<file path="src/include/mmd_portal_pkg.sv">
package mmd_portal_pkg;
    localparam int DATA_W = 16;
    localparam int DEVAD_W = 5;
    // Setup register fields
    localparam int FUNC_HI = 15;
    localparam int FUNC_LO = 14;
    localparam int DEVAD_HI = 4;
    localparam logic [1:0] FUNC_ADDRESS = 2'h0;
    localparam logic [1:0] FUNC_DATA = 2'h1;
    // Indirect map
    localparam logic [4:0] DEV_LED = 5'h02;
    localparam logic [4:0] DEV_WAKE = 5'h03;
    localparam logic [4:0] DEV_ADVERT = 5'h07;
    localparam logic [15:0] REG_LED_MODE = 16'h0000;
    localparam logic [15:0] REG_WAKE_TIMER = 16'h000e;
    localparam logic [15:0] REG_ADVERT = 16'h003c;
    // Field positions and resets
    localparam int LED_MODE_BIT = 4;
    localparam int ADVERT_100_BIT = 1;
    localparam logic [3:0] LED_LOW_FIXED = 4'h1;
    localparam logic LED_MODE_RST = 1'b0;
    localparam logic ADVERT_100_RST = 1'b1;
    localparam logic [15:0] WAKE_TIMER_RST = 16'h0025;

    typedef enum logic [0:0]
    {
        FN_ADDR = 1'b0,
        FN_DATA = 1'b1
    } portal_fn_t;

    typedef struct packed
    {
        logic wr_setup;
        logic wr_data;
        logic rd_data;
        logic [15:0] wdata;
    } port_req_t;

    typedef struct packed
    {
        portal_fn_t fn;
        logic [4:0] devad;
        logic [15:0] regad;
        logic led_mode;
        logic advert_100;
        logic [15:0] wake_time;
        logic [15:0] rdata;
        logic rvalid;
    } portal_state_t;
endpackage

</file>
<file path="src/core/mmd_indirect_register_access.sv">
`timescale 1ns/1ps
// Function
// - Indirect space of 32 devices by 65536 sixteen-bit registers, few implemented.
// - Indirect registers are reached only through the setup and data port registers.
// - Setup write 0002h form selects address function; next data write latches the address.
// - Setup write 4002h form selects data function; data accesses then hit that register.
// - In data function a data write stores and a data read returns the selected register.
// - LED mode lives at device 2h reg 00h and advertisement at device 7h reg 3Ch.
// - Wake timer at device 03h reg 0Eh is 16-bit read/write and resets to 0025h.
// - Advertisement bit 1 is read/write, resets to 1, set means 100M low-power capable.
module mmd_indirect_register_access
    import mmd_portal_pkg::*;
(
    input wire logic sys_clk_in,
    input wire logic sys_rst_in,
    input wire port_req_t req_in,
    output logic [15:0] rdata_out,
    output logic rvalid_out,
    output logic single_led_out,
    output logic advert_100_out,
    output logic [15:0] wake_refresh_time_out
);
    portal_state_t st;
    portal_state_t next_st;

    // Full decode of device and register, so aliases cannot catch stray writes
    function automatic logic hit(input logic [4:0] dv, input logic [15:0] ra,
                                 input logic [4:0] tdv, input logic [15:0] tra);
        hit = (dv == tdv) && (ra == tra);
    endfunction

    function automatic logic [15:0] read_reg(input portal_state_t s);
        logic [15:0] v;
        v = '0;
        if (hit(s.devad, s.regad, DEV_LED, REG_LED_MODE))
        begin
            v[$bits(LED_LOW_FIXED)-1:0] = LED_LOW_FIXED;
            v[LED_MODE_BIT] = s.led_mode;
        end
        else if (hit(s.devad, s.regad, DEV_WAKE, REG_WAKE_TIMER))
        begin
            v = s.wake_time;
        end
        else if (hit(s.devad, s.regad, DEV_ADVERT, REG_ADVERT))
        begin
            v[ADVERT_100_BIT] = s.advert_100;
        end
        read_reg = v;
    endfunction

    always_comb
    begin
        next_st = st;
        next_st.rvalid = 1'b0;
        // Setup wins over data strobes, so a stray data pulse in the same cycle
        // cannot reach a register whose selection is still changing
        if (req_in.wr_setup)
        begin
            // Function code 2'b10/11 not defined here; treated as data access
            next_st.fn = (req_in.wdata[FUNC_HI:FUNC_LO] == FUNC_ADDRESS) ? FN_ADDR : FN_DATA;
            next_st.devad = req_in.wdata[DEVAD_HI:0];
        end
        else if (req_in.wr_data)
        begin
            if (st.fn == FN_ADDR)
            begin
                next_st.regad = req_in.wdata;
            end
            else
            begin
                // Only the writable bits are kept; reserved bits are dropped
                if (hit(st.devad, st.regad, DEV_LED, REG_LED_MODE))
                begin
                    next_st.led_mode = req_in.wdata[LED_MODE_BIT];
                end
                if (hit(st.devad, st.regad, DEV_WAKE, REG_WAKE_TIMER))
                begin
                    next_st.wake_time = req_in.wdata;
                end
                if (hit(st.devad, st.regad, DEV_ADVERT, REG_ADVERT))
                begin
                    next_st.advert_100 = req_in.wdata[ADVERT_100_BIT];
                end
            end
        end
        else if (req_in.rd_data)
        begin
            // Reading in address function returns the latched register address
            next_st.rdata = (st.fn == FN_DATA) ? read_reg(st) : st.regad;
            next_st.rvalid = 1'b1;
        end
    end

    always_ff @(posedge sys_clk_in or posedge sys_rst_in)
    begin
        if (sys_rst_in)
        begin
            // Portal comes back in the address function with nothing selected
            st <= '{
                fn: FN_ADDR,
                devad: '0,
                regad: '0,
                led_mode: LED_MODE_RST,
                advert_100: ADVERT_100_RST,
                wake_time: WAKE_TIMER_RST,
                rdata: '0,
                rvalid: 1'b0
            };
        end
        else
        begin
            st <= next_st;
        end
    end

    // Config outputs are the register bits themselves, no extra stage
    assign rdata_out = st.rdata;
    assign rvalid_out = st.rvalid;
    assign single_led_out = st.led_mode;
    assign advert_100_out = st.advert_100;
    assign wake_refresh_time_out = st.wake_time;
endmodule

</file>
<file path="config.mk">
export PLATFORM = sky130hd
export DESIGN_NAME = mmd_indirect_register_access
export DESIGN_NICKNAME = d
export VERILOG_FILES = /design/src/include/mmd_portal_pkg.sv /design/src/core/mmd_indirect_register_access.sv
export SDC_FILE = /design/constraint.sdc
export NUM_CORES = 1
export LEC_CHECK = 0
export BUFFER_PORTS_ARGS = -buffer_cell sky130_fd_sc_hd__buf_2
export CELL_PAD_IN_SITES_DETAIL_PLACEMENT = 1
export CELL_PAD_IN_SITES_GLOBAL_PLACEMENT = 1
export CORE_MARGIN = 4
export CORE_UTILIZATION = 43
export CTS_CLUSTER_DIAMETER = 150
export DETAILED_ROUTE_END_ITERATION = 7
export PLACE_DENSITY_LB_ADDON = 0.2
export SLEW_MARGIN = 20
export SYNTH_ARGS = -nofsm -noshare
export SYNTH_HDL_FRONTEND = slang
export SYNTH_SLANG_ARGS = --single-unit
</file>
<file path="constraint.sdc">
create_clock -name sys_clk_in -period 3 [get_ports sys_clk_in]
set_clock_uncertainty 0.05 [all_clocks]
set_input_delay 0 -clock sys_clk_in [delete_from_list [all_inputs] [get_ports sys_clk_in]]
set_output_delay 0 -clock sys_clk_in [all_outputs]
set_load 0.02 [all_outputs]
</file>
**Word level (Yosys, flattened, before mapping)**

Cells that the tools add are included.
W data, S select, Z words.

- Bits in registers: 57
- Input port bits: 21
- Output and inout port bits: 35
- Logic and storage cells: 37

- Equality and inequality tests: 5
- Muxes and demuxes: 11
- Bitwise operators: 3
- Reductions and logical operators: 10

Operators with widths:

| operator | number |
|---|---|
| $eq A16 B4 Y1 const B | 1 |
| $eq A16 B6 Y1 const B | 1 |
| $logic_not A16 Y1 | 1 |
| $mux W16 | 1 |
| $mux W14 | 1 |
| $reduce_and A4 Y1 | 3 |
| $mux W11 | 1 |
| $eq A5 B2 Y1 const B | 2 |
| $mux W1 | 7 |
| $reduce_and A3 Y1 | 2 |
| $eq A5 B3 Y1 const B | 1 |
| $mux W5 | 1 |
| $logic_and A1 B1 Y1 | 3 |
| $not A1 Y1 | 3 |
| $logic_not A2 Y1 | 1 |

**Depth between registers and ports, before layout**

- Depth in word-level cells: 6
- Gate-level depth with buffers: 6
- Mapped depth without buffers: 4

**Worst setup path before layout**

OpenSTA, ideal clock, no wires.

- Path type: reg2reg
- From: reg st[46] (netlist name)
- To: reg st (netlist bit wake_refresh_time_out[1])
- Library setup time: 0.125 ns
- Data arrival time: 2.132 ns
- Required time: 2.825 ns
- Setup slack: 0.693 ns
- Cell stages (with the launch flop): 7
- Buffers on the path: 2
- Clock period less this slack: 2.307 ns
- Cells stage by stage: dfrtp_1 or4b_1 nor4_4 and4b_1 buf_6 buf_12 mux2_4

- Cells in the longest elaborated chain, start to end: 3

Ends and longest elaborated chain:

| what | RTL line | RTL |
|---|---|---|
| start: declaration | mmd_indirect_register_access.sv:23 | `portal_state_t st;` |
| start signal: assignment | mmd_indirect_register_access.sv:99 | `st <= '{` |
| start signal: assignment | mmd_indirect_register_access.sv:112 | `st <= next_st;` |
| $eq A16 B4 Y1 | mmd_indirect_register_access.sv:29 | `hit = (dv == tdv) && (ra == tra);` |
| $logic_and A1 B1 Y1 | mmd_indirect_register_access.sv:29 |  |
| $reduce_and A4 Y1 (no line) | -- |  |

No other way between the ends.
A chain may end at the register's enable or synchronous reset.

**Final worst setup path**

- From: reg st[54] (netlist name)
- To: reg st (netlist bit wake_refresh_time_out[11])

- Cells in the longest elaborated chain, start to end: 3

Ends and longest elaborated chain:

| what | RTL line |
|---|---|
| $eq A5 B2 Y1 | mmd_indirect_register_access.sv:29 |
| $logic_and A1 B1 Y1 | mmd_indirect_register_access.sv:29 |
| $reduce_and A4 Y1 (no line) | -- |

No other way between the ends.

==> results.sh <==
export IMPL_worst_path_dominant_cell_family="simple AND/OR/NAND/NOR gates"
export IMPL_fin_nets=287
export IMPL_total_power_uw=2286
export IMPL_yosys_cell_types_count=27
export IMPL_antenna_found_initial=0
export IMPL_grt_max_degree=30
export IMPL_cts_tree="done"
export IMPL_cap_violations=0
export IMPL_die_area_um2=7611
export IMPL_grt_total_usage=0.1877
export IMPL_wl_um=6558
export IMPL_drcViolationCount=0
export IMPL_worst_pin_slew_ns=0.6745
export IMPL_hold_viol_final=0
export IMPL_rows=28
export IMPL_fin_crit_ns=2.418
export IMPL_grt_setup_unrepaired="no"
export IMPL_slew_viol_final=0
export IMPL_slowest_delay_ns=0.57
export IMPL_hp_class="in2reg"
export IMPL_syn_num_nets=239
export IMPL_status="finished clean"
export IMPL_cts_buffers=9
export IMPL_cp_start_kind="flip-flop"
export IMPL_io_buffer_count=55
export IMPL_gp_congestion=0.7808
export IMPL_syn_area_um2=2700
export IMPL_wl_met3_um=360
export IMPL_max_freq_mhz=413.5
export IMPL_grt_pass1_vias=1971
export IMPL_io_pins=56
export IMPL_layout_drive_gt1_share=0.4649
export IMPL_slew_headroom=0.5484
export IMPL_grt_pass1_wl_um=10580
export IMPL_end_kind="flip-flop"
export IMPL_met2_length_um=3067
export IMPL_via_count=1810
export IMPL_clock_sink_count=57
export IMPL_setup_viol=0
export IMPL_cts_setup_buffers=0
export IMPL_cp_num_buf_inv=1
export IMPL_routed_top_layer="met4"
export IMPL_m1WireLength_um=3021
export IMPL_start_util=0.4507
export IMPL_clk_path_buf_depth=2
export IMPL_post_drt_wl_per_cell_um=18.95
export IMPL_cts_root_buf="clkbuf_8"
export IMPL_hold_path_startpoint="req_in[17]"
export IMPL_vias_per_cell=5.231
export IMPL_clk_pin_slew_worst_paths_ns=0.07
export IMPL_startpoint="st[54]$_DFFE_PP0P_"
export IMPL_ys_warn_count=0
export IMPL_ys_seq_area_frac=0.5301
export IMPL_ant_nets=0
export IMPL_synth_ff_latch_count=57
export IMPL_path_cells="or4b_4 -> nor4_4 -> and4b_1 -> buf_4 -> mux2_2"
export IMPL_cts_hold_buf=18
export IMPL_required_ns=3.18
export IMPL_p_leak_uw=0.001509
export IMPL_slowest_stage="or4b_4"
export IMPL_die_h_um=87.24
export IMPL_synth_area_per_cell_um2=12.39
export IMPL_dp_hpwl_um=4362
export IMPL_crit_fanout=9
export IMPL_syn_inst=218
export IMPL_grt_remaining_overflow=0
export IMPL_cts_htree_levels=3
export IMPL_syn2layout_area_growth_pct=21.59
export IMPL_antenna_cells=0
export IMPL_fillerInstances=642
export IMPL_fin_tns_setup_ns=0
export IMPL_rr_startpoint="st[54]$_DFFE_PP0P_"
export IMPL_cp_arrival_ns=2.60
export IMPL_clk_latency_ns=0.35
export IMPL_path_class="reg2reg"
export IMPL_drt_initial_drc_count=71
export IMPL_ctsResizeCount=0
export IMPL_p_per_area_nw_per_um2=696.2
export IMPL_ir_drop_mv=0.3623
export IMPL_dr_pass1_iters=4
export IMPL_core_um2=5991
export IMPL_finalCritPeriodShare=0.8061
export IMPL_timing_hold_ws_ns=0.01560
export IMPL_die_w_um=87.24
where the power goes:
part	total [µW]	switching, µW	internal [µW]
Clock	1010	326	680
Combinational	334	189	145
Sequential	945	74.4	871
Total	2290	589	1700
layout make-up:
cell class / count / area (µm²) / share of cell area
clock buffers: 11 / 151.4 / 0.04611
well taps: 75 / 93.84 / 0.02858
multi-input cells: 114 / 958.4 / 0.2919
clock inverters: 5 / 125.1 / 0.03811
inverters: 4 / 15.01 / 0.004573
flip-flops and latches: 57 / 1431 / 0.4360
repair buffers: 80 / 508.0 / 0.1547
cells in the final DEF, fill, tap and decap left out, types with 2 or more instances in the layout:
master | synthesis | final
buf_2 | 0 | 55
dfrtp_1 | 53 | 53
mux2_2 | 27 | 27
dlygate4sd3_1 | 0 | 18
a21oi_1 | 14 | 14
nor2_1 | 14 | 14
a32oi_1 | 13 | 13
clkbuf_8 | 0 | 11
o21ai_0 | 10 | 10
mux2_4 | 10 | 10
buf_4 | 32 | 7
or3_1 | 4 | 4
nand3_1 | 4 | 4
dfstp_2 | 4 | 4
bufinv_16 | 0 | 4
nand2_1 | 3 | 3
inv_1 | 4 | 3
nor3b_2 | 0 | 2
nor4_4 | 2 | 2
nor4_1 | 2 | 2
nand4b_1 | 2 | 2
stage by stage:
stage                     worst slack [ns]  cells  instance area [µm²]    util
after floorplan                     0.6932    218                 2700       -
after global placement              0.6381    312                 2826  0.4718
after detailed placement            0.5724    312                 2826  0.4718
after CTS                           0.5722    346                 3283  0.5480
after global routing                0.5057    346                 3283  0.5480
final                               0.5818    346                 3283  0.5480
synth_stat cells:
| library cell | instances | area, µm² |
|---|---|---|
| a22oi_1 | 1 | 7.510 |
| a31oi_1 | 1 | 6.260 |
| nand2_1 | 3 | 11.26 |
| nor4_1 | 2 | 12.51 |
| nor4_4 | 2 | 42.54 |
| nand3_1 | 4 | 20.02 |
| mux2_2 | 27 | 304.0 |
| nor2_1 | 14 | 52.55 |
| or4b_4 | 1 | 13.76 |
| buf_6 | 1 | 11.26 |
| dfstp_2 | 4 | 105.1 |
| and4b_1 | 1 | 10.01 |
| or4b_1 | 1 | 10.01 |
| dfrtp_1 | 53 | 1326 |
| nor3b_1 | 2 | 15.01 |
| or3_1 | 4 | 25.02 |
| mux2_4 | 10 | 150.1 |
| nand4b_1 | 2 | 17.52 |
| a21boi_0 | 1 | 7.510 |
| inv_1 | 4 | 15.01 |
| a21oi_1 | 14 | 70.07 |
| o21ai_0 | 10 | 50.05 |
| buf_4 | 32 | 240.2 |
| buf_12 | 1 | 20.02 |
| clkbuf_1 | 9 | 33.78 |
| a32oi_1 | 13 | 113.9 |
| or3b_2 | 1 | 8.760 |
worst paths after layout:
kind                       slack [ns]                               endpoint  depth (start not counted)
hold reg to reg                  0.47              rdata_out[13]$_DFFE_PP0P_                          2
setup / recovery                 0.58  wake_refresh_time_out[11]$_DFFE_PP0P_                          5
min in group asynchronous        0.22               rdata_out[6]$_DFFE_PP0P_                          3
hold / removal                   0.02             single_led_out$_DFFE_PP0P_                          3
setup reg to reg                 0.58  wake_refresh_time_out[11]$_DFFE_PP0P_                          5
max in group asynchronous        1.86              rdata_out[11]$_DFFE_PP0P_                          4
sequential cells by signal, summed over array words and instances, names as in the netlist:
name and count:
wake_refresh_time_out 16, st 22, rdata_out 16, advert_100_out 1, single_led_out 1, rvalid_out 1
tightest hold or removal path, delay by kind of cell:
kind	cells	cell delay, ns
muxes	1	0.14
and+or+nand+nor	1	0.10
buffers and inverters	1	0.14
metal layers:
| layer | global-route usage | vias to the layer above |
|---|---|---|
| li1 | - | 855 |
| met1 | 0.2573 | 896 |
| met2 | 0.2801 | 50 |
| met3 | 0.04730 | 9 |
| met4 | 0.08368 | 0 |
| met5 | 0 | - |
cell families after synthesis:
logic type | synth area share
flip-flops | 0.5301
buffers and inverters | 0.1186
AO/OA/AOI/OAI | 0.09454
multiplexers | 0.1682
AND/OR/NAND/NOR | 0.08850
Power figures use the tool's default switching activity.
